===== config.mk =====
export PLATFORM = sky130hd
export DESIGN_NAME = lga_top
export DESIGN_NICKNAME = d
export VERILOG_FILES = /design/src/lga_pulse.v /design/src/lga_tick.v /design/src/lga_top.v
export VERILOG_INCLUDE_DIRS = /design/src
export SDC_FILE = /design/constraint.sdc
export NUM_CORES = 1
export LEC_CHECK = 0
export ABC_AREA = 1
export BUFFER_PORTS_ARGS = -buffer_cell sky130_fd_sc_hd__buf_4
export CORE_MARGIN = 1.5
export CORE_UTILIZATION = 45
export DETAILED_ROUTE_END_ITERATION = 7
export PLACE_DENSITY = 0.85
export SLEW_MARGIN = 25
export SYNTH_ARGS = -nofsm -noshare
export SYNTH_HDL_FRONTEND = slang
export SYNTH_SLANG_ARGS = --single-unit

===== constraint.sdc =====
create_clock -name clock -period 1.5 [get_ports clock]
set_input_delay 0 -clock clock [delete_from_list [all_inputs] [get_ports clock]]
set_output_delay 0 -clock clock [all_outputs]
set_load 0.01 [all_outputs]

===== src/lga_defs.vh =====
`ifndef LGA_DEFS_VH
`define LGA_DEFS_VH
// host i/o map
`define LGA_HIO_LEGACY 16'h0092
`define LGA_HIO_KBD_DATA 16'h0060
`define LGA_HIO_KBD_CMD 16'h0064
// ec map
`define LGA_EC_A20_CTL 12'h100
`define LGA_EC_A20_SET 12'h104
`define LGA_EC_A20_CLR 12'h108
`define LGA_EC_OVR_EN 12'h10C
`define LGA_EC_LEGACY_EN 12'h110
`define LGA_EC_BAR_VALID 12'h114
`define LGA_EC_SLEEP_EN 12'h118
`define LGA_EC_ACTIVATE 12'h330
// config index
`define LGA_CFG_ACTIVATE 8'h30
// fields
`define LGA_BIT_ALT_RESET_PULSE_N 0
`define LGA_BIT_ALT_GATE 1
`define LGA_BIT_DATA_A20 1
// reset values
`define LGA_LEGACY_RST 8'h00
`define LGA_ACTIVATE_RST 1'b0
// commands
`define LGA_CMD_GATE 8'hD1
`define LGA_CMD_NOP 8'hFF
`define LGA_CMD_PULSE 8'hFE
// timing: 1 mhz tick from 250 mhz clock, pulse width in microseconds
`define LGA_CLK_MHZ 250
`define LGA_TICK_MHZ 1
`define LGA_TICK_DIV (`LGA_CLK_MHZ / `LGA_TICK_MHZ)
`define LGA_PULSE_US 8'd14
`endif


===== src/lga_pulse.v =====
`include "lga_defs.vh"
module lga_pulse (
    input wire clock,
    input wire sys_rst,
    input wire ctl_bit,
    input wire tick,
    output reg pulse_n
);
    reg prev_q;
    reg [7:0] cnt_q;
    wire rise = ctl_bit & ~prev_q;
    always @(posedge clock or posedge sys_rst)
    begin
        if (sys_rst)
        begin
            prev_q <= 1'b0;
            cnt_q <= 8'h00;
            pulse_n <= 1'b1;
        end
        else
        begin
            prev_q <= ctl_bit;
            // a rising bit while a pulse runs is swallowed [RQ16]
            if (rise && pulse_n)
            begin
                pulse_n <= 1'b0; // [RQ14]
                cnt_q <= `LGA_PULSE_US;
            end
            else if (!pulse_n && tick) // [RQ20]
            begin
                if (cnt_q == 8'h01)
                    pulse_n <= 1'b1;
                cnt_q <= cnt_q - 8'h01;
            end
        end
    end
endmodule // lga_pulse


===== src/lga_tick.v =====
`include "lga_defs.vh"
module lga_tick (
    input wire clock,
    input wire sys_rst,
    input wire run,
    output reg tick
);
    localparam integer DIV_LAST_FULL = `LGA_TICK_DIV - 1;
    localparam [7:0] DIV_LAST = DIV_LAST_FULL[7:0];
    reg [7:0] cnt_q;
    // 1 mhz time base, counter cleared and tick held low while gated off
    always @(posedge clock or posedge sys_rst)
    begin
        if (sys_rst)
        begin
            cnt_q <= 8'h00;
            tick <= 1'b0;
        end
        else if (!run)
        begin
            cnt_q <= 8'h00;
            tick <= 1'b0;
        end
        else
        begin
            tick <= (cnt_q == DIV_LAST);
            cnt_q <= (cnt_q == DIV_LAST) ? 8'h00 : cnt_q + 8'h01;
        end
    end
endmodule // lga_tick


===== src/lga_top.v =====
// How it works
// [RQ1] legacy register decoded at host 92h
// [RQ2] legacy register clears on main reset
// [RQ3] disabled port ignores writes, floats reads
// [RQ4] own base register, only valid writable
// [RQ5] override selects firmware a20 bit
// [RQ6] ec 100h reads actual gate output
// [RQ7] d1 then data copies bit 1
// [RQ8] gate transaction raises no firmware flags
// [RQ9] ff fe d1 suppress buffer write
// [RQ10] extra data byte sets buffer full, idle
// [RQ11] repeated d1 rearms the detector
// [RQ12] set/clear registers drive latch on write
// [RQ13] firmware rereads gate after direct writes
// [RQ14] alt reset pulse nanded with keyboard
// [RQ15] control bit cleared before new pulse
// [RQ16] no pulse if retoggled mid pulse
// [RQ17] tick gated by sleep or inactive
// [RQ18] activate at cfg 30h, ec 330h
// [RQ19] activate bit 0 defaults zero
// [RQ20] 1 mhz tick times reset pulse
// [RQ21] gate driven on dedicated pin
// [RQ22] legacy bit 1 ors with latch
`include "lga_defs.vh"
module lga_top (
    input wire clock,
    input wire sys_rst,
    input wire host_wr,
    input wire host_rd,
    input wire [15:0] host_addr,
    input wire [7:0] host_wdata,
    output reg [7:0] host_data_bus,
    output wire host_data_oe,
    input wire cfg_wr,
    input wire [7:0] cfg_index,
    input wire [7:0] cfg_wdata,
    output reg [7:0] cfg_rdata,
    input wire ec_wr,
    input wire ec_rd,
    input wire [11:0] ec_addr,
    input wire [7:0] ec_wdata,
    output reg [7:0] ec_rdata,
    input wire kbd_reset_pulse_n,
    output wire kbd_wr_strobe,
    output reg input_buffer_full,
    output wire kbd_obf_irq_flag,
    input wire input_buffer_clear,
    output wire a20_gate_out,
    output reg gate_pin_out,
    output reg cpu_reset_out
);
    // ------------------------------------------------------------
    // states
    // ------------------------------------------------------------
    localparam [1:0] ST_IDLE = 2'b01;
    localparam [1:0] ST_ARMED = 2'b10;

    function is_addr;
        input [11:0] a;
        input [11:0] b;
        begin
            is_addr = (a == b);
        end
    endfunction

    // ------------------------------------------------------------
    // registers
    // ------------------------------------------------------------
    reg [7:0] legacy_fast_reset_gate_q;
    reg firmware_a20_control_q;
    reg sw_a20_override_en_q;
    reg legacy_en_q;
    reg bar_valid_q;
    reg sleep_en_q;
    reg interface_activate_q;
    reg host_latch_q;
    reg [1:0] state_q;
    wire tick;
    wire alt_reset_pulse_n;

    wire hit_legacy = (host_addr == `LGA_HIO_LEGACY) && legacy_en_q; // [RQ1] [RQ3]
    wire hit_cmd = (host_addr == `LGA_HIO_KBD_CMD);
    wire hit_data = (host_addr == `LGA_HIO_KBD_DATA);
    wire cmd_gate = hit_cmd && (host_wdata == `LGA_CMD_GATE);
    wire cmd_quiet = hit_cmd && ((host_wdata == `LGA_CMD_GATE) || (host_wdata == `LGA_CMD_NOP)
                     || (host_wdata == `LGA_CMD_PULSE));
    wire data_gate = hit_data && (state_q == ST_ARMED);
    wire alt_reset_pulse_n_ctl = legacy_fast_reset_gate_q[`LGA_BIT_ALT_RESET_PULSE_N];
    wire alt_gate_ctl = legacy_fast_reset_gate_q[`LGA_BIT_ALT_GATE];

    // write strobe to buffer logic withheld for quiet commands and gate data [RQ9] [RQ8]
    assign kbd_wr_strobe = host_wr && (hit_cmd || hit_data) && !cmd_quiet && !data_gate;
    assign kbd_obf_irq_flag = 1'b0; // [RQ8]
    assign host_data_oe = host_rd && hit_legacy; // [RQ3]

    // ------------------------------------------------------------
    // host side
    // ------------------------------------------------------------
    always @(posedge clock or posedge sys_rst)
    begin
        if (sys_rst)
        begin
            legacy_fast_reset_gate_q <= `LGA_LEGACY_RST; // [RQ2]
            host_data_bus <= 8'h00;
        end
        else
        begin
            if (host_wr && hit_legacy)
                legacy_fast_reset_gate_q <= host_wdata; // [RQ15]
            host_data_bus <= legacy_fast_reset_gate_q;
        end
    end

    // gate sequence detector and host latch
    always @(posedge clock or posedge sys_rst)
    begin
        if (sys_rst)
        begin
            state_q <= ST_IDLE;
            host_latch_q <= 1'b0;
            input_buffer_full <= 1'b0;
        end
        else
        begin
            case (state_q)
                ST_IDLE:
                    if (host_wr && cmd_gate)
                        state_q <= ST_ARMED;
                ST_ARMED:
                    if (host_wr && cmd_gate)
                        state_q <= ST_ARMED; // [RQ11]
                    else if (host_wr && hit_data)
                        state_q <= ST_IDLE;
                    else if (host_wr && hit_cmd && !cmd_quiet)
                        state_q <= ST_IDLE;
                default:
                    state_q <= ST_IDLE;
            endcase
            if (ec_wr && is_addr(ec_addr, `LGA_EC_A20_SET))
                host_latch_q <= 1'b1; // [RQ12]
            else if (ec_wr && is_addr(ec_addr, `LGA_EC_A20_CLR))
                host_latch_q <= 1'b0; // [RQ12]
            else if (host_wr && data_gate)
                host_latch_q <= host_wdata[`LGA_BIT_DATA_A20]; // [RQ7]
            // extra data with the detector idle reaches ibf; set beats clear [RQ10]
            if (kbd_wr_strobe)
                input_buffer_full <= 1'b1;
            else if (input_buffer_clear)
                input_buffer_full <= 1'b0;
        end
    end

    // ------------------------------------------------------------
    // ec side
    // ------------------------------------------------------------
    always @(posedge clock or posedge sys_rst)
    begin
        if (sys_rst)
        begin
            firmware_a20_control_q <= 1'b0;
            sw_a20_override_en_q <= 1'b0;
            legacy_en_q <= 1'b0;
            bar_valid_q <= 1'b0;
            sleep_en_q <= 1'b0;
            interface_activate_q <= `LGA_ACTIVATE_RST; // [RQ19]
        end
        else
        begin
            if (ec_wr)
            begin
                if (is_addr(ec_addr, `LGA_EC_A20_CTL))
                    firmware_a20_control_q <= ec_wdata[0];
                if (is_addr(ec_addr, `LGA_EC_OVR_EN))
                    sw_a20_override_en_q <= ec_wdata[0];
                if (is_addr(ec_addr, `LGA_EC_LEGACY_EN))
                    legacy_en_q <= ec_wdata[0];
                if (is_addr(ec_addr, `LGA_EC_BAR_VALID))
                    bar_valid_q <= ec_wdata[0]; // [RQ4]
                if (is_addr(ec_addr, `LGA_EC_SLEEP_EN))
                    sleep_en_q <= ec_wdata[0];
                if (is_addr(ec_addr, `LGA_EC_ACTIVATE))
                    interface_activate_q <= ec_wdata[0]; // [RQ18]
            end
            else if (cfg_wr && cfg_index == `LGA_CFG_ACTIVATE)
                interface_activate_q <= cfg_wdata[0]; // [RQ18]
        end
    end

    always @(posedge clock or posedge sys_rst)
    begin
        if (sys_rst)
        begin
            ec_rdata <= 8'h00;
            cfg_rdata <= 8'h00;
        end
        else
        begin
            cfg_rdata <= (cfg_index == `LGA_CFG_ACTIVATE) ? {7'h00, interface_activate_q} : 8'h00;
            if (ec_rd)
            begin
                case (ec_addr)
                    `LGA_EC_A20_CTL: ec_rdata <= {7'h00, a20_gate_out}; // [RQ6]
                    `LGA_EC_OVR_EN: ec_rdata <= {7'h00, sw_a20_override_en_q};
                    `LGA_EC_LEGACY_EN: ec_rdata <= {7'h00, legacy_en_q};
                    `LGA_EC_BAR_VALID: ec_rdata <= {7'h00, bar_valid_q};
                    `LGA_EC_SLEEP_EN: ec_rdata <= {7'h00, sleep_en_q};
                    `LGA_EC_ACTIVATE: ec_rdata <= {7'h00, interface_activate_q};
                    default: ec_rdata <= 8'h00;
                endcase
            end
        end
    end

    // ------------------------------------------------------------
    // gate output and reset
    // ------------------------------------------------------------
    assign a20_gate_out = sw_a20_override_en_q ? firmware_a20_control_q
                          : (host_latch_q | alt_gate_ctl); // [RQ5] [RQ22]

    always @(posedge clock or posedge sys_rst)
    begin
        if (sys_rst)
        begin
            gate_pin_out <= 1'b0;
            cpu_reset_out <= 1'b0;
        end
        else
        begin
            gate_pin_out <= a20_gate_out; // [RQ21]
            cpu_reset_out <= ~(alt_reset_pulse_n & kbd_reset_pulse_n); // [RQ14]
        end
    end

    lga_tick u_tick (
        .clock(clock),
        .sys_rst(sys_rst),
        .run(interface_activate_q && !sleep_en_q), // [RQ17]
        .tick(tick)
    );

    lga_pulse u_pulse (
        .clock(clock),
        .sys_rst(sys_rst),
        .ctl_bit(alt_reset_pulse_n_ctl),
        .tick(tick),
        .pulse_n(alt_reset_pulse_n)
    );
endmodule // lga_top


==> impl_metrics.csv, run 1 <==
group,metric,value,unit
placement,pre_cts_slack,148,ps
layout,num_antenna_cells,0,
layout,syn2layout_area_growth,38.1,%
timing,drv_slew,0,
timing,worst_slack,8.26,ps
die,num_rows,27,
global_route,grt_pass1_vias,2317,
die,die_y,78.9,microns
run_status,status,"finished, final reports clean",
setup_path,endpoint_kind,"primary output",
die,die_w,78.9,microns
clocking,cts_tree,"yes",
worst_hold_path,hold_path_class,"input port to register",
setup_path,crit_end,"kbd_wr_strobe",
synth,synth_top_cells_by_area,"dfrtp_1 (44%), nand2_1 (8.4%), nor2_1 (5.9%)",
placement,portBuffers,70,
setup_path,crit_start,"host_wdata[1]",
timing,holdWs,24.8,ps
die,dieArea,0.00622,sq mm
global_route,overflow,0,
timing,hold_viol,0,
route,num_vias,2294,
synth,synth_area_per_cell,8.27,sq um
die,coreArea,0.00554,sq mm
flow_run,max_cap_viol_count,0,
synth,synthCells,313,
setup_path,cp.arrival,1490,ps
synth,synth_largest_area_cell,"dfrtp_1",
timing,max_clock_freq,670,MHz
power,p_per_area,953,mW/mm^2
setup_path,critPathLaunchType,"input port",
setup_path,reg2reg_slack,130,ps
route,drt_wl_total,5750,microns
setup_path,crit_type,"input port to primary output",
layout,drive_above_1_share,29.0,%
global_route,antenna_found_initial,0,
route,vias_per_cell,4.76,
clocking,cts_sinks,48,
route,ant_nets,0,
route,drt_pass1_iterations,4,
route,dr.first_iter.drc_count,95,
placement,place.gp.congestion,0.842,
clocking,clockRootBuffer,"clkbuf_8",
synth,yosysSeqAreaShare,46.5,%
route,avgRoutedWirePerCell,11.9,microns
synth,synth_seq_cells,48,
synth,ys_types,32,
power,vdd_drop_max,0.512,mV
global_route,track_usage,19.6,%
setup_path,r2r-start,"legacy_en_q",
clocking,cts-buffers-inserted,5,
global_route,grt_first_pass_wirelength,9680,microns
timing,setup_viol,0,
global_route,grt_max_degree,49,
layout,nets,484,
clocking,insertion_delay,310,ps
setup_path,r2r-end,"legacy_fast_reset_gate_q[1]",
setup_path,critPathRequiredTime,1500,ps
setup_path,ff2ff_path_depth,4,
synth,netlist.area_leader.share,44.4,%
synth,yosysWarnings,0,
power,p_leak,1.81,nW
die,initial_utilization,46.7,%
timing,period_share,99.4,%
timing,skew,6.95,ps
die,ioPinCount,100,
placement,dp_hpwl,4080,microns
clocking,cts_buffer_depth,2,
timing,period_minus_slack,1490,ps
synth,syn-cell-area,0.00259,sq mm
clocking,cts_htree_levels,2,
route,post-route-drc-count,0,
clocking,clk_pin_slew,80,ps
setup_path,critPathMaxFanout,4,
==> timing repair <==
action,CTS,global route
pin swaps,0,1
hold endpoints to repair,62,0
setup buffers,0,2
hold buffers,17,0
gates resized for setup,2,12
setup endpoints to repair,1,6
==> placed cells by master (no fill, tap or decap) <==
master	synthesis	final
or2_2	1	1
dlygate4sd3_1	0	17
buf_12	0	1
and3_2	1	1
mux2_2	1	1
nor2_2	7	8
ha_4	0	1
nor2_1	41	39
nand2_2	2	2
mux2i_1	3	3
nand4_1	7	7
nor3_1	15	13
nor4_1	3	2
xor2_1	1	1
buf_4	16	74
nand3b_1	4	4
mux2_4	4	4
nor2_4	1	2
a21oi_1	7	7
o21ai_0	20	20
nand3_4	0	1
bufinv_16	0	3
nand3_1	17	14
clkbuf_8	0	5
nand2_1	58	58
nand3_2	3	5
o211ai_1	2	2
and2_2	1	1
nor3_2	1	3
nor3b_1	1	1
inv_1	38	36
conb_1	1	15
nor4_4	0	1
inv_2	1	3
ha_1	6	5
xnor2_1	1	1
dfrtp_1	46	46
dfstp_2	2	2
==> logic make-up after synthesis <==
kind of cell,synth area share (%)
xor+xnor,0.676
mux,3.91
flops,46.5
other cells,0.145
simple gates,29.4
buf+inv,10.7
compound gates,5.80
fa+ha+maj,2.90
==> cell usage after synthesis <==
| cell | instances |
|---|---|
| nor2_1 | 41 |
| mux2_2 | 1 |
| nand3b_1 | 4 |
| nand2_1 | 58 |
| and3_2 | 1 |
| inv_2 | 1 |
| mux2_4 | 4 |
| nor4_1 | 3 |
| dfstp_2 | 2 |
| xor2_1 | 1 |
| nor3b_1 | 1 |
| o21ai_0 | 20 |
| a21oi_1 | 7 |
| nor2_2 | 7 |
| inv_1 | 38 |
| nor3_2 | 1 |
| dfrtp_1 | 46 |
| nand4_1 | 7 |
| o211ai_1 | 2 |
| or2_2 | 1 |
| nand2_2 | 2 |
| buf_4 | 16 |
| xnor2_1 | 1 |
| nor2_4 | 1 |
| nand3_1 | 17 |
| nand3_2 | 3 |
| ha_1 | 6 |
| mux2i_1 | 3 |
| nor3_1 | 15 |
| and2_2 | 1 |
| buf_6 | 1 |
| conb_1 | 1 |
==> metal layers <==
metal	vias to the layer above	GRT usage [%]	wire [microns]
met1	1063	22.5	2410
met5	-	0	0
li1	1171	-	-
met3	11	4.60	240
met2	49	35.9	3000
met4	0	6.32	98
==> power by group <==
group / internal (W) / total, W / switching [W]
clock: 0.000833 / 0.00128 / 0.000443
combinational: 0.000307 / 0.000624 / 0.000316
sequential: 0.00141 / 0.00151 / 0.000100
total: 0.00255 / 0.00341 / 0.000859
==> worst max-delay path: stages <==
cell	delay, ps
dlygate4sd3_1	530
buf_4	130
inv_1	50
nor3_1	250
nand2_1	110
nand2_1	90
nand2_1	80
nand3_2	80
inv_1	40
buf_4	130
==> flip-flops by register name (all words and copies together) (netlist names), 2 cells and up <==
| name | count |
|---|---|
| legacy_fast_reset_gate_q | 8 |
| state_q | 2 |
| u_pulse.cnt_q | 8 |
| host_data_bus | 8 |
| u_tick.cnt_q | 8 |
==> per-stage QoR <==
stage / cells / util [%] / power [W] / area, sq um / setup TNS [ps]
4_1_cts: 480 / 63.1 / 0.00338 / 3500 / 0
5_1_grt: 482 / 64.5 / 0.00357 / 3580 / -98.4
3_3_place_gp: 455 / 57.1 / 0.00204 / 3160 / 0
3_5_place_dp: 455 / 57.1 / 0.00207 / 3160 / 0
6_report: 482 / 64.5 / 0.00341 / 3580 / 0
2_1_floorplan: 327 / - / 0.00188 / 2640 / 0
==> final cells by class <==
class | instances | area (sq um)
Timing Repair Buffer | 92 | 746
Fill cell | 453 | 1960
Inverter | 39 | 146
Tap cell | 72 | 90.1
Clock inverter | 3 | 90.1
Sequential cell | 48 | 1200
Clock buffer | 5 | 68.8
Multi-Input combinational cell | 223 | 1230
==> how the worst min path moves through the flow <==
stage / from / to / slack (ps) / cells past startpoint
2_1_floorplan: kbd_reset_pulse_n / cpu_reset_out / 80 / 1
3_3_place_gp: sys_rst / cpu_reset_out / 70 / 3
3_5_place_dp: sys_rst / gate_pin_out / 70 / 3
4_1_cts: cfg_wdata[0] / interface_activate_q / 20 / 5
5_1_grt: ec_wr / sw_a20_override_en_q / 30 / 3
6_report: cfg_wdata[0] / interface_activate_q / 20 / 5
No activity file was read; power rests on OpenSTA's default activity.
==> run 2, diff against run 1 <==
--- a/config.mk
+++ b/config.mk
@@ -11,5 +11,5 @@
 export CORE_MARGIN = 1.5
-export CORE_UTILIZATION = 45
+export CORE_UTILIZATION = 35
 export DETAILED_ROUTE_END_ITERATION = 7
-export PLACE_DENSITY = 0.85
+export PLACE_DENSITY = 0.71
 export SLEW_MARGIN = 25
==> constraint.sdc (replaced) <==
create_clock -name clock -period 1.5 [get_ports clock]
set_input_delay 0.15 -clock clock [delete_from_list [all_inputs] [get_ports clock]]
set_output_delay 0.15 -clock clock [all_outputs]
set_load 0.01 [all_outputs]
==> run 2 against run 1 <==
  * Register-to-register slack gained 20 ps
  * Combinational power shrank 6.4%
  * Largest power group unchanged
  * Hold slack gained 9.9 ps
  * Flip-flop and latch count is the same
  * Die area grew 27%
  * Critical endpoint unchanged
  * Critical path depth shrank 4
  * Sequential share of layout area grew 1.7 points
  * Via count shrank 2.4%
==> impl_metrics.csv, run 2 (synthesis gave the netlist of run 1 again) <==
group,metric,value,unit
run_status,status,"finished, final reports clean",
timing,skew,8.37,ps
power,p_per_area,881,mW/mm^2
die,dieArea,0.00792,sq mm
worst_hold_path,hold_path_class,"input port to register",
layout,mostFrequentLayoutCell,"buf_4",
clocking,clk_pin_slew,80,ps
placement,portBuffers,70,
route,ant_nets,0,
clocking,cts-buffers-inserted,5,
timing,holdWs,34.7,ps
clocking,clockRootBuffer,"clkbuf_8",
worst_hold_path,min_to,"input_buffer_full",
setup_path,r2r-end,"legacy_fast_reset_gate_q[5]",
setup_path,critPathMaxFanout,2,
layout,fin_util,47.2,%
global_route,grt_pass1_vias,2214,
timing,period_share,98.8,%
layout,syn2layout_area_growth,31.4,%
timing,setup_viol,0,
power,power.total,0.00300,W
route,post-route-drc-count,0,
clocking,cts_buffer_depth,2,
worst_hold_path,hold_path_depth,2,
layout,num_antenna_cells,0,
route,drt_wl_total,5210,microns
global_route,overflow,0,
placement,dp_hpwl,4220,microns
flow_run,max_cap_viol_count,0,
setup_path,r2r-start,"legacy_en_q",
timing,rsz0062_at_grt,"true",
layout,fin_area,0.00340,sq mm
clocking,cts_sinks,48,
setup_path,critPathLaunchType,"register",
worst_hold_path,hold_start,"input_buffer_clear",
global_route,track_usage,14.3,%
placement,placed_area,0.00322,sq mm
layout,nets,473,
clocking,cts_tree,"yes",
timing,period_minus_slack,1480,ps
route,avgRoutedWirePerCell,10.5,microns
layout,fillers,723,
placement,place.gp.congestion,0.836,
global_route,grt_first_pass_wirelength,8980,microns
timing,worst_slack,17.3,ps
clocking,insertion_delay,300,ps
placement,pre_cts_slack,127,ps
setup_path,cp.arrival,1330,ps
setup_path,reg2reg_slack,150,ps
die,ioPinCount,100,
die,initial_utilization,35.9,%
global_route,antenna_found_initial,0,
setup_path,crit_type,"register to primary output",
setup_path,endpoint_kind,"primary output",
power,vdd_drop_max,0.546,mV
layout,layout_common_cells,"buf_4 (77), nand2_1 (58), dfrtp_1 (46), nor2_1 (41), inv_1 (35)",
route,drt_pass1_iterations,4,
setup_path,critPathRequiredTime,1350,ps
setup_path,ff2ff_path_depth,4,
timing,max_clock_freq,674,MHz
timing,drv_slew,0,
die,die_y,89.0,microns
layout,drive_above_1_share,29.6,%
die,die_w,89.0,microns
clocking,cts_htree_levels,2,
route,num_vias,2238,
die,num_rows,31,
power,p_leak,1.73,nW
route,dr.first_iter.drc_count,61,
global_route,grt_max_degree,21,
die,coreArea,0.00721,sq mm
timing,hold_viol,0,
route,vias_per_cell,4.49,
## run 2: cell types whose count changed in the layout (fill, tap and decap cells not counted), moves of 2 or more
| cell | change |
|---|---|
| buf_4 | +3 |
| bufinv_16 | -2 |
| dlygate4sd3_1 | -15 |
| nor2_1 | +2 |
| nor2_2 | -2 |
| nor3_1 | +2 |
| nor3_2 | -2 |
## run 2: worst max-delay path by stage
stage / start / to / slack, ps / cells after the start
3_3_place_gp: state_q[0] / kbd_wr_strobe / 140 / 6
6_report: state_q[0] / kbd_wr_strobe / 20 / 6
5_1_grt: state_q[0] / kbd_wr_strobe / -40 / 6
4_1_cts: state_q[0] / kbd_wr_strobe / 6 / 6
2_1_floorplan: sys_rst / bar_valid_q / 210 / 1
3_5_place_dp: state_q[0] / kbd_wr_strobe / 130 / 6
## run 2: repair_timing
| item | 4_1_cts | 5_1_grt |
|---|---|---|
| hold endpoints to repair | 15 | 0 |
| hold buffers | 2 | 0 |
| pin swaps | 1 | 0 |
| buffers inserted | 3 | 0 |
| resized for setup | 7 | 1 |
| endpoints found under the setup margin | 1 | 2 |
## run 2: power by group
part / switching (W) / total (W) / internal [W]
sequential: 0.0000982 / 0.00151 / 0.00141
clock: 0.000413 / 0.000906 / 0.000493
combinational: 0.000297 / 0.000584 / 0.000287
total: 0.000809 / 0.00300 / 0.00219
## run 2: worst max-delay path, cell delays in order (launching register included)
cell and delay (ps):
dfstp_2 550, inv_2 50, ha_4 160, nand3_2 80, nand3_2 70, inv_2 60
buf_6 90
## run 2: area by class of cell
cell class	count	area [sq um]	area share [%]
Clock inverter	3	42.5	1.25
Clock buffer	5	68.8	2.02
Sequential cell	48	1200	35.4
Multi-Input combinational cell	223	1190	34.9
Tap cell	99	124	3.64
Inverter	39	146	4.30
Timing Repair Buffer	81	629	18.5
## run 2: per-layer routing
metal / vias up / share of wire, % / GRT usage [%]
met2: 44 / 51 / 26.9
li1: 1151 / - / -
met3: 6 / 3.6 / 2.95
met5: - / 0 / 0
met4: 0 / 0.81 / 3.36
met1: 1037 / 44 / 16.7
## run 2: through the flow
step | cells | TNS, ps
floorplan | 327 | 0
global placement | 485 | 0
detailed placement | 485 | 0
CTS | 498 | 0
global route | 498 | -38.9
finish | 498 | 0
==> run 3, diff against run 2 <==
BUFFER_PORTS_ARGS = not set   (was -buffer_cell sky130_fd_sc_hd__buf_4)
DONT_BUFFER_PORTS = 1   (was not set)
PLACE_DENSITY = 0.59   (was 0.71)
==> run 3 against run 2 <==
  * Non-clock buffer count down 58
  * Cell area shrank 12%
  * Hold slack lost 13 ps
  * Global-route usage shrank 0.37 points
  * Clock power shrank 12%
  * Count of clock-buffer cells in the layout rose by 1
  * Largest cell class unchanged
  * Total power down 7.4%
==> impl_metrics.csv, run 3 (synthesis gave the netlist of run 1 again) <==
group,metric,value,unit
clocking,cts_tree,"yes",
clocking,cts_sinks,48,
timing,holdWs,21.5,ps
route,ant_nets,0,
setup_path,critPathMaxFanout,4,
route,vias_per_cell,4.58,
global_route,antenna_found_initial,0,
layout,drive_above_1_share,14.4,%
layout,layout_common_cells,"nand2_1 (58), dfrtp_1 (46), nor2_1 (41), inv_1 (35), o21ai_0 (20)",
clocking,cts-buffers-inserted,5,
layout,syn2layout_area_growth,15.4,%
timing,rsz0062_at_grt,"false",
setup_path,cp.arrival,1270,ps
placement,portBuffers,0,
route,dr.first_iter.drc_count,70,
setup_path,crit_type,"register to primary output",
placement,dp_hpwl,3870,microns
worst_hold_path,hold_start,"ec_wr",
die,die_y,89.0,microns
die,coreArea,0.00721,sq mm
timing,drv_slew,0,
run_status,status,"finished, final reports clean",
setup_path,endpoint_kind,"primary output",
power,vdd_drop_max,0.345,mV
global_route,overflow,0,
power,p_leak,1.44,nW
route,drt_wl_total,5030,microns
layout,nets,415,
clocking,insertion_delay,300,ps
route,drt_pass1_iterations,4,
setup_path,crit_chain,"inv_2 > ha_4 > nand3_4 > nand3_2 > inv_2",
timing,period_share,94.8,%
die,initial_utilization,35.9,%
die,die_w,89.0,microns
layout,mostFrequentLayoutCell,"nand2_1",
setup_path,critical_path.most_common_cell,"inv_2",
worst_hold_path,hold_path_class,"input port to register",
route,avgRoutedWirePerCell,11.4,microns
timing,max_clock_freq,703,MHz
route,post-route-drc-count,0,
clocking,cts_buffer_depth,2,
global_route,grt_first_pass_wirelength,8550,microns
timing,setup_viol,0,
setup_path,crit_start,"state_q[0]",
layout,num_antenna_cells,0,
setup_path,r2r-start,"legacy_en_q",
setup_path,path_buf_inv,2,
layout,multiInputGateArea,0.00120,sq mm
clocking,clk_pin_slew,90,ps
layout,regArea,0.00120,sq mm
setup_path,critPathLaunchType,"register",
die,ioPinCount,100,
global_route,track_usage,13.9,%
setup_path,critPathRequiredTime,1350,ps
route,num_vias,2014,
setup_path,crit_family,"flip-flops",
timing,finalSetupTns,0,ps
timing,hold_viol,0,
setup_path,cp_slowest_cell,"dfstp_2",
power,p_per_area,928,mW/mm^2
layout,fin_util,41.4,%
global_route,grt_max_degree,28,
timing,skew,7.91,ps
layout,fillers,739,
setup_path,critPathMaxStageDelay,550,ps
clocking,clockRootBuffer,"clkbuf_8",
placement,place.gp.congestion,0.812,
timing,period_minus_slack,1420,ps
die,dieArea,0.00792,sq mm
die,num_rows,31,
clocking,cts_htree_levels,2,
global_route,grt_pass1_vias,1919,
flow_run,max_cap_viol_count,0,
==> run 3: cell count changes in the layout (fill, tap and decap cells not counted), sizes merged <==
cell / change
buf: -70
dlygate4sd3: +12
bufinv: -1
clkbuf: +1
clkinv: +1
clkinvlp: -1
==> run 3: what timing repair did <==
action / in CTS / in global routing
pin swaps: 1 / 1
endpoints found under the setup margin: 1 / 3
hold buffers: 13 / 1
endpoints found under the hold margin: 56 / 1
gates resized for setup: 4 / 5
buffers inserted: 2 / 0
==> run 3: power breakdown <==
group / internal [W] / leakage [nW] / switching (W)
Sequential: 0.00141 / 0.640 / 0.000102
Combinational: 0.000209 / 0.748 / 0.000262
Clock: 0.000369 / 0.0510 / 0.000424
==> run 3: through the flow <==
| step | worst slack (ps) | area, sq um | instances | power [W] |
|---|---|---|---|---|
| floorplan | 209 | 2640 | 327 | 0.00188 |
| global placement | 164 | 2700 | 416 | 0.00192 |
| detailed placement | 166 | 2700 | 416 | 0.00195 |
| CTS | 9.66 | 2950 | 439 | 0.00280 |
| global route | 4.01 | 2990 | 440 | 0.00297 |
| finish | 77.5 | 2990 | 440 | 0.00277 |
==> run 3: layout make-up <==
class	count	area share, %
tap	99	4.14
clock buffer	6	2.76
clock inverter	2	0.335
timing repair buffer	23	7.37
inverter	39	4.90
multi-input combinational	223	40.2
sequential	48	40.3
==> run 3: per-layer routing <==
layer / GRT usage, % / part of all wire [%]
met5: 0 / 0
met4: 4.20 / 1.2
met3: 3.32 / 3.9
met2: 23.2 / 50
met1: 18.1 / 45
==> run 3: worst paths after layout <==
kind / endpoint / slack (ps) / depth (start not counted)
worst max-delay path: kbd_wr_strobe / 80 / 5
worst min-delay path: sw_a20_override_en_q / 20 / 2
worst max register to register: legacy_fast_reset_gate_q[5] / 160 / 4
worst min register to register: host_data_bus[5] / 390 / 0
max in group asynchronous: state_q[0] / 800 / 3
min in group asynchronous: legacy_fast_reset_gate_q[0] / 220 / 2
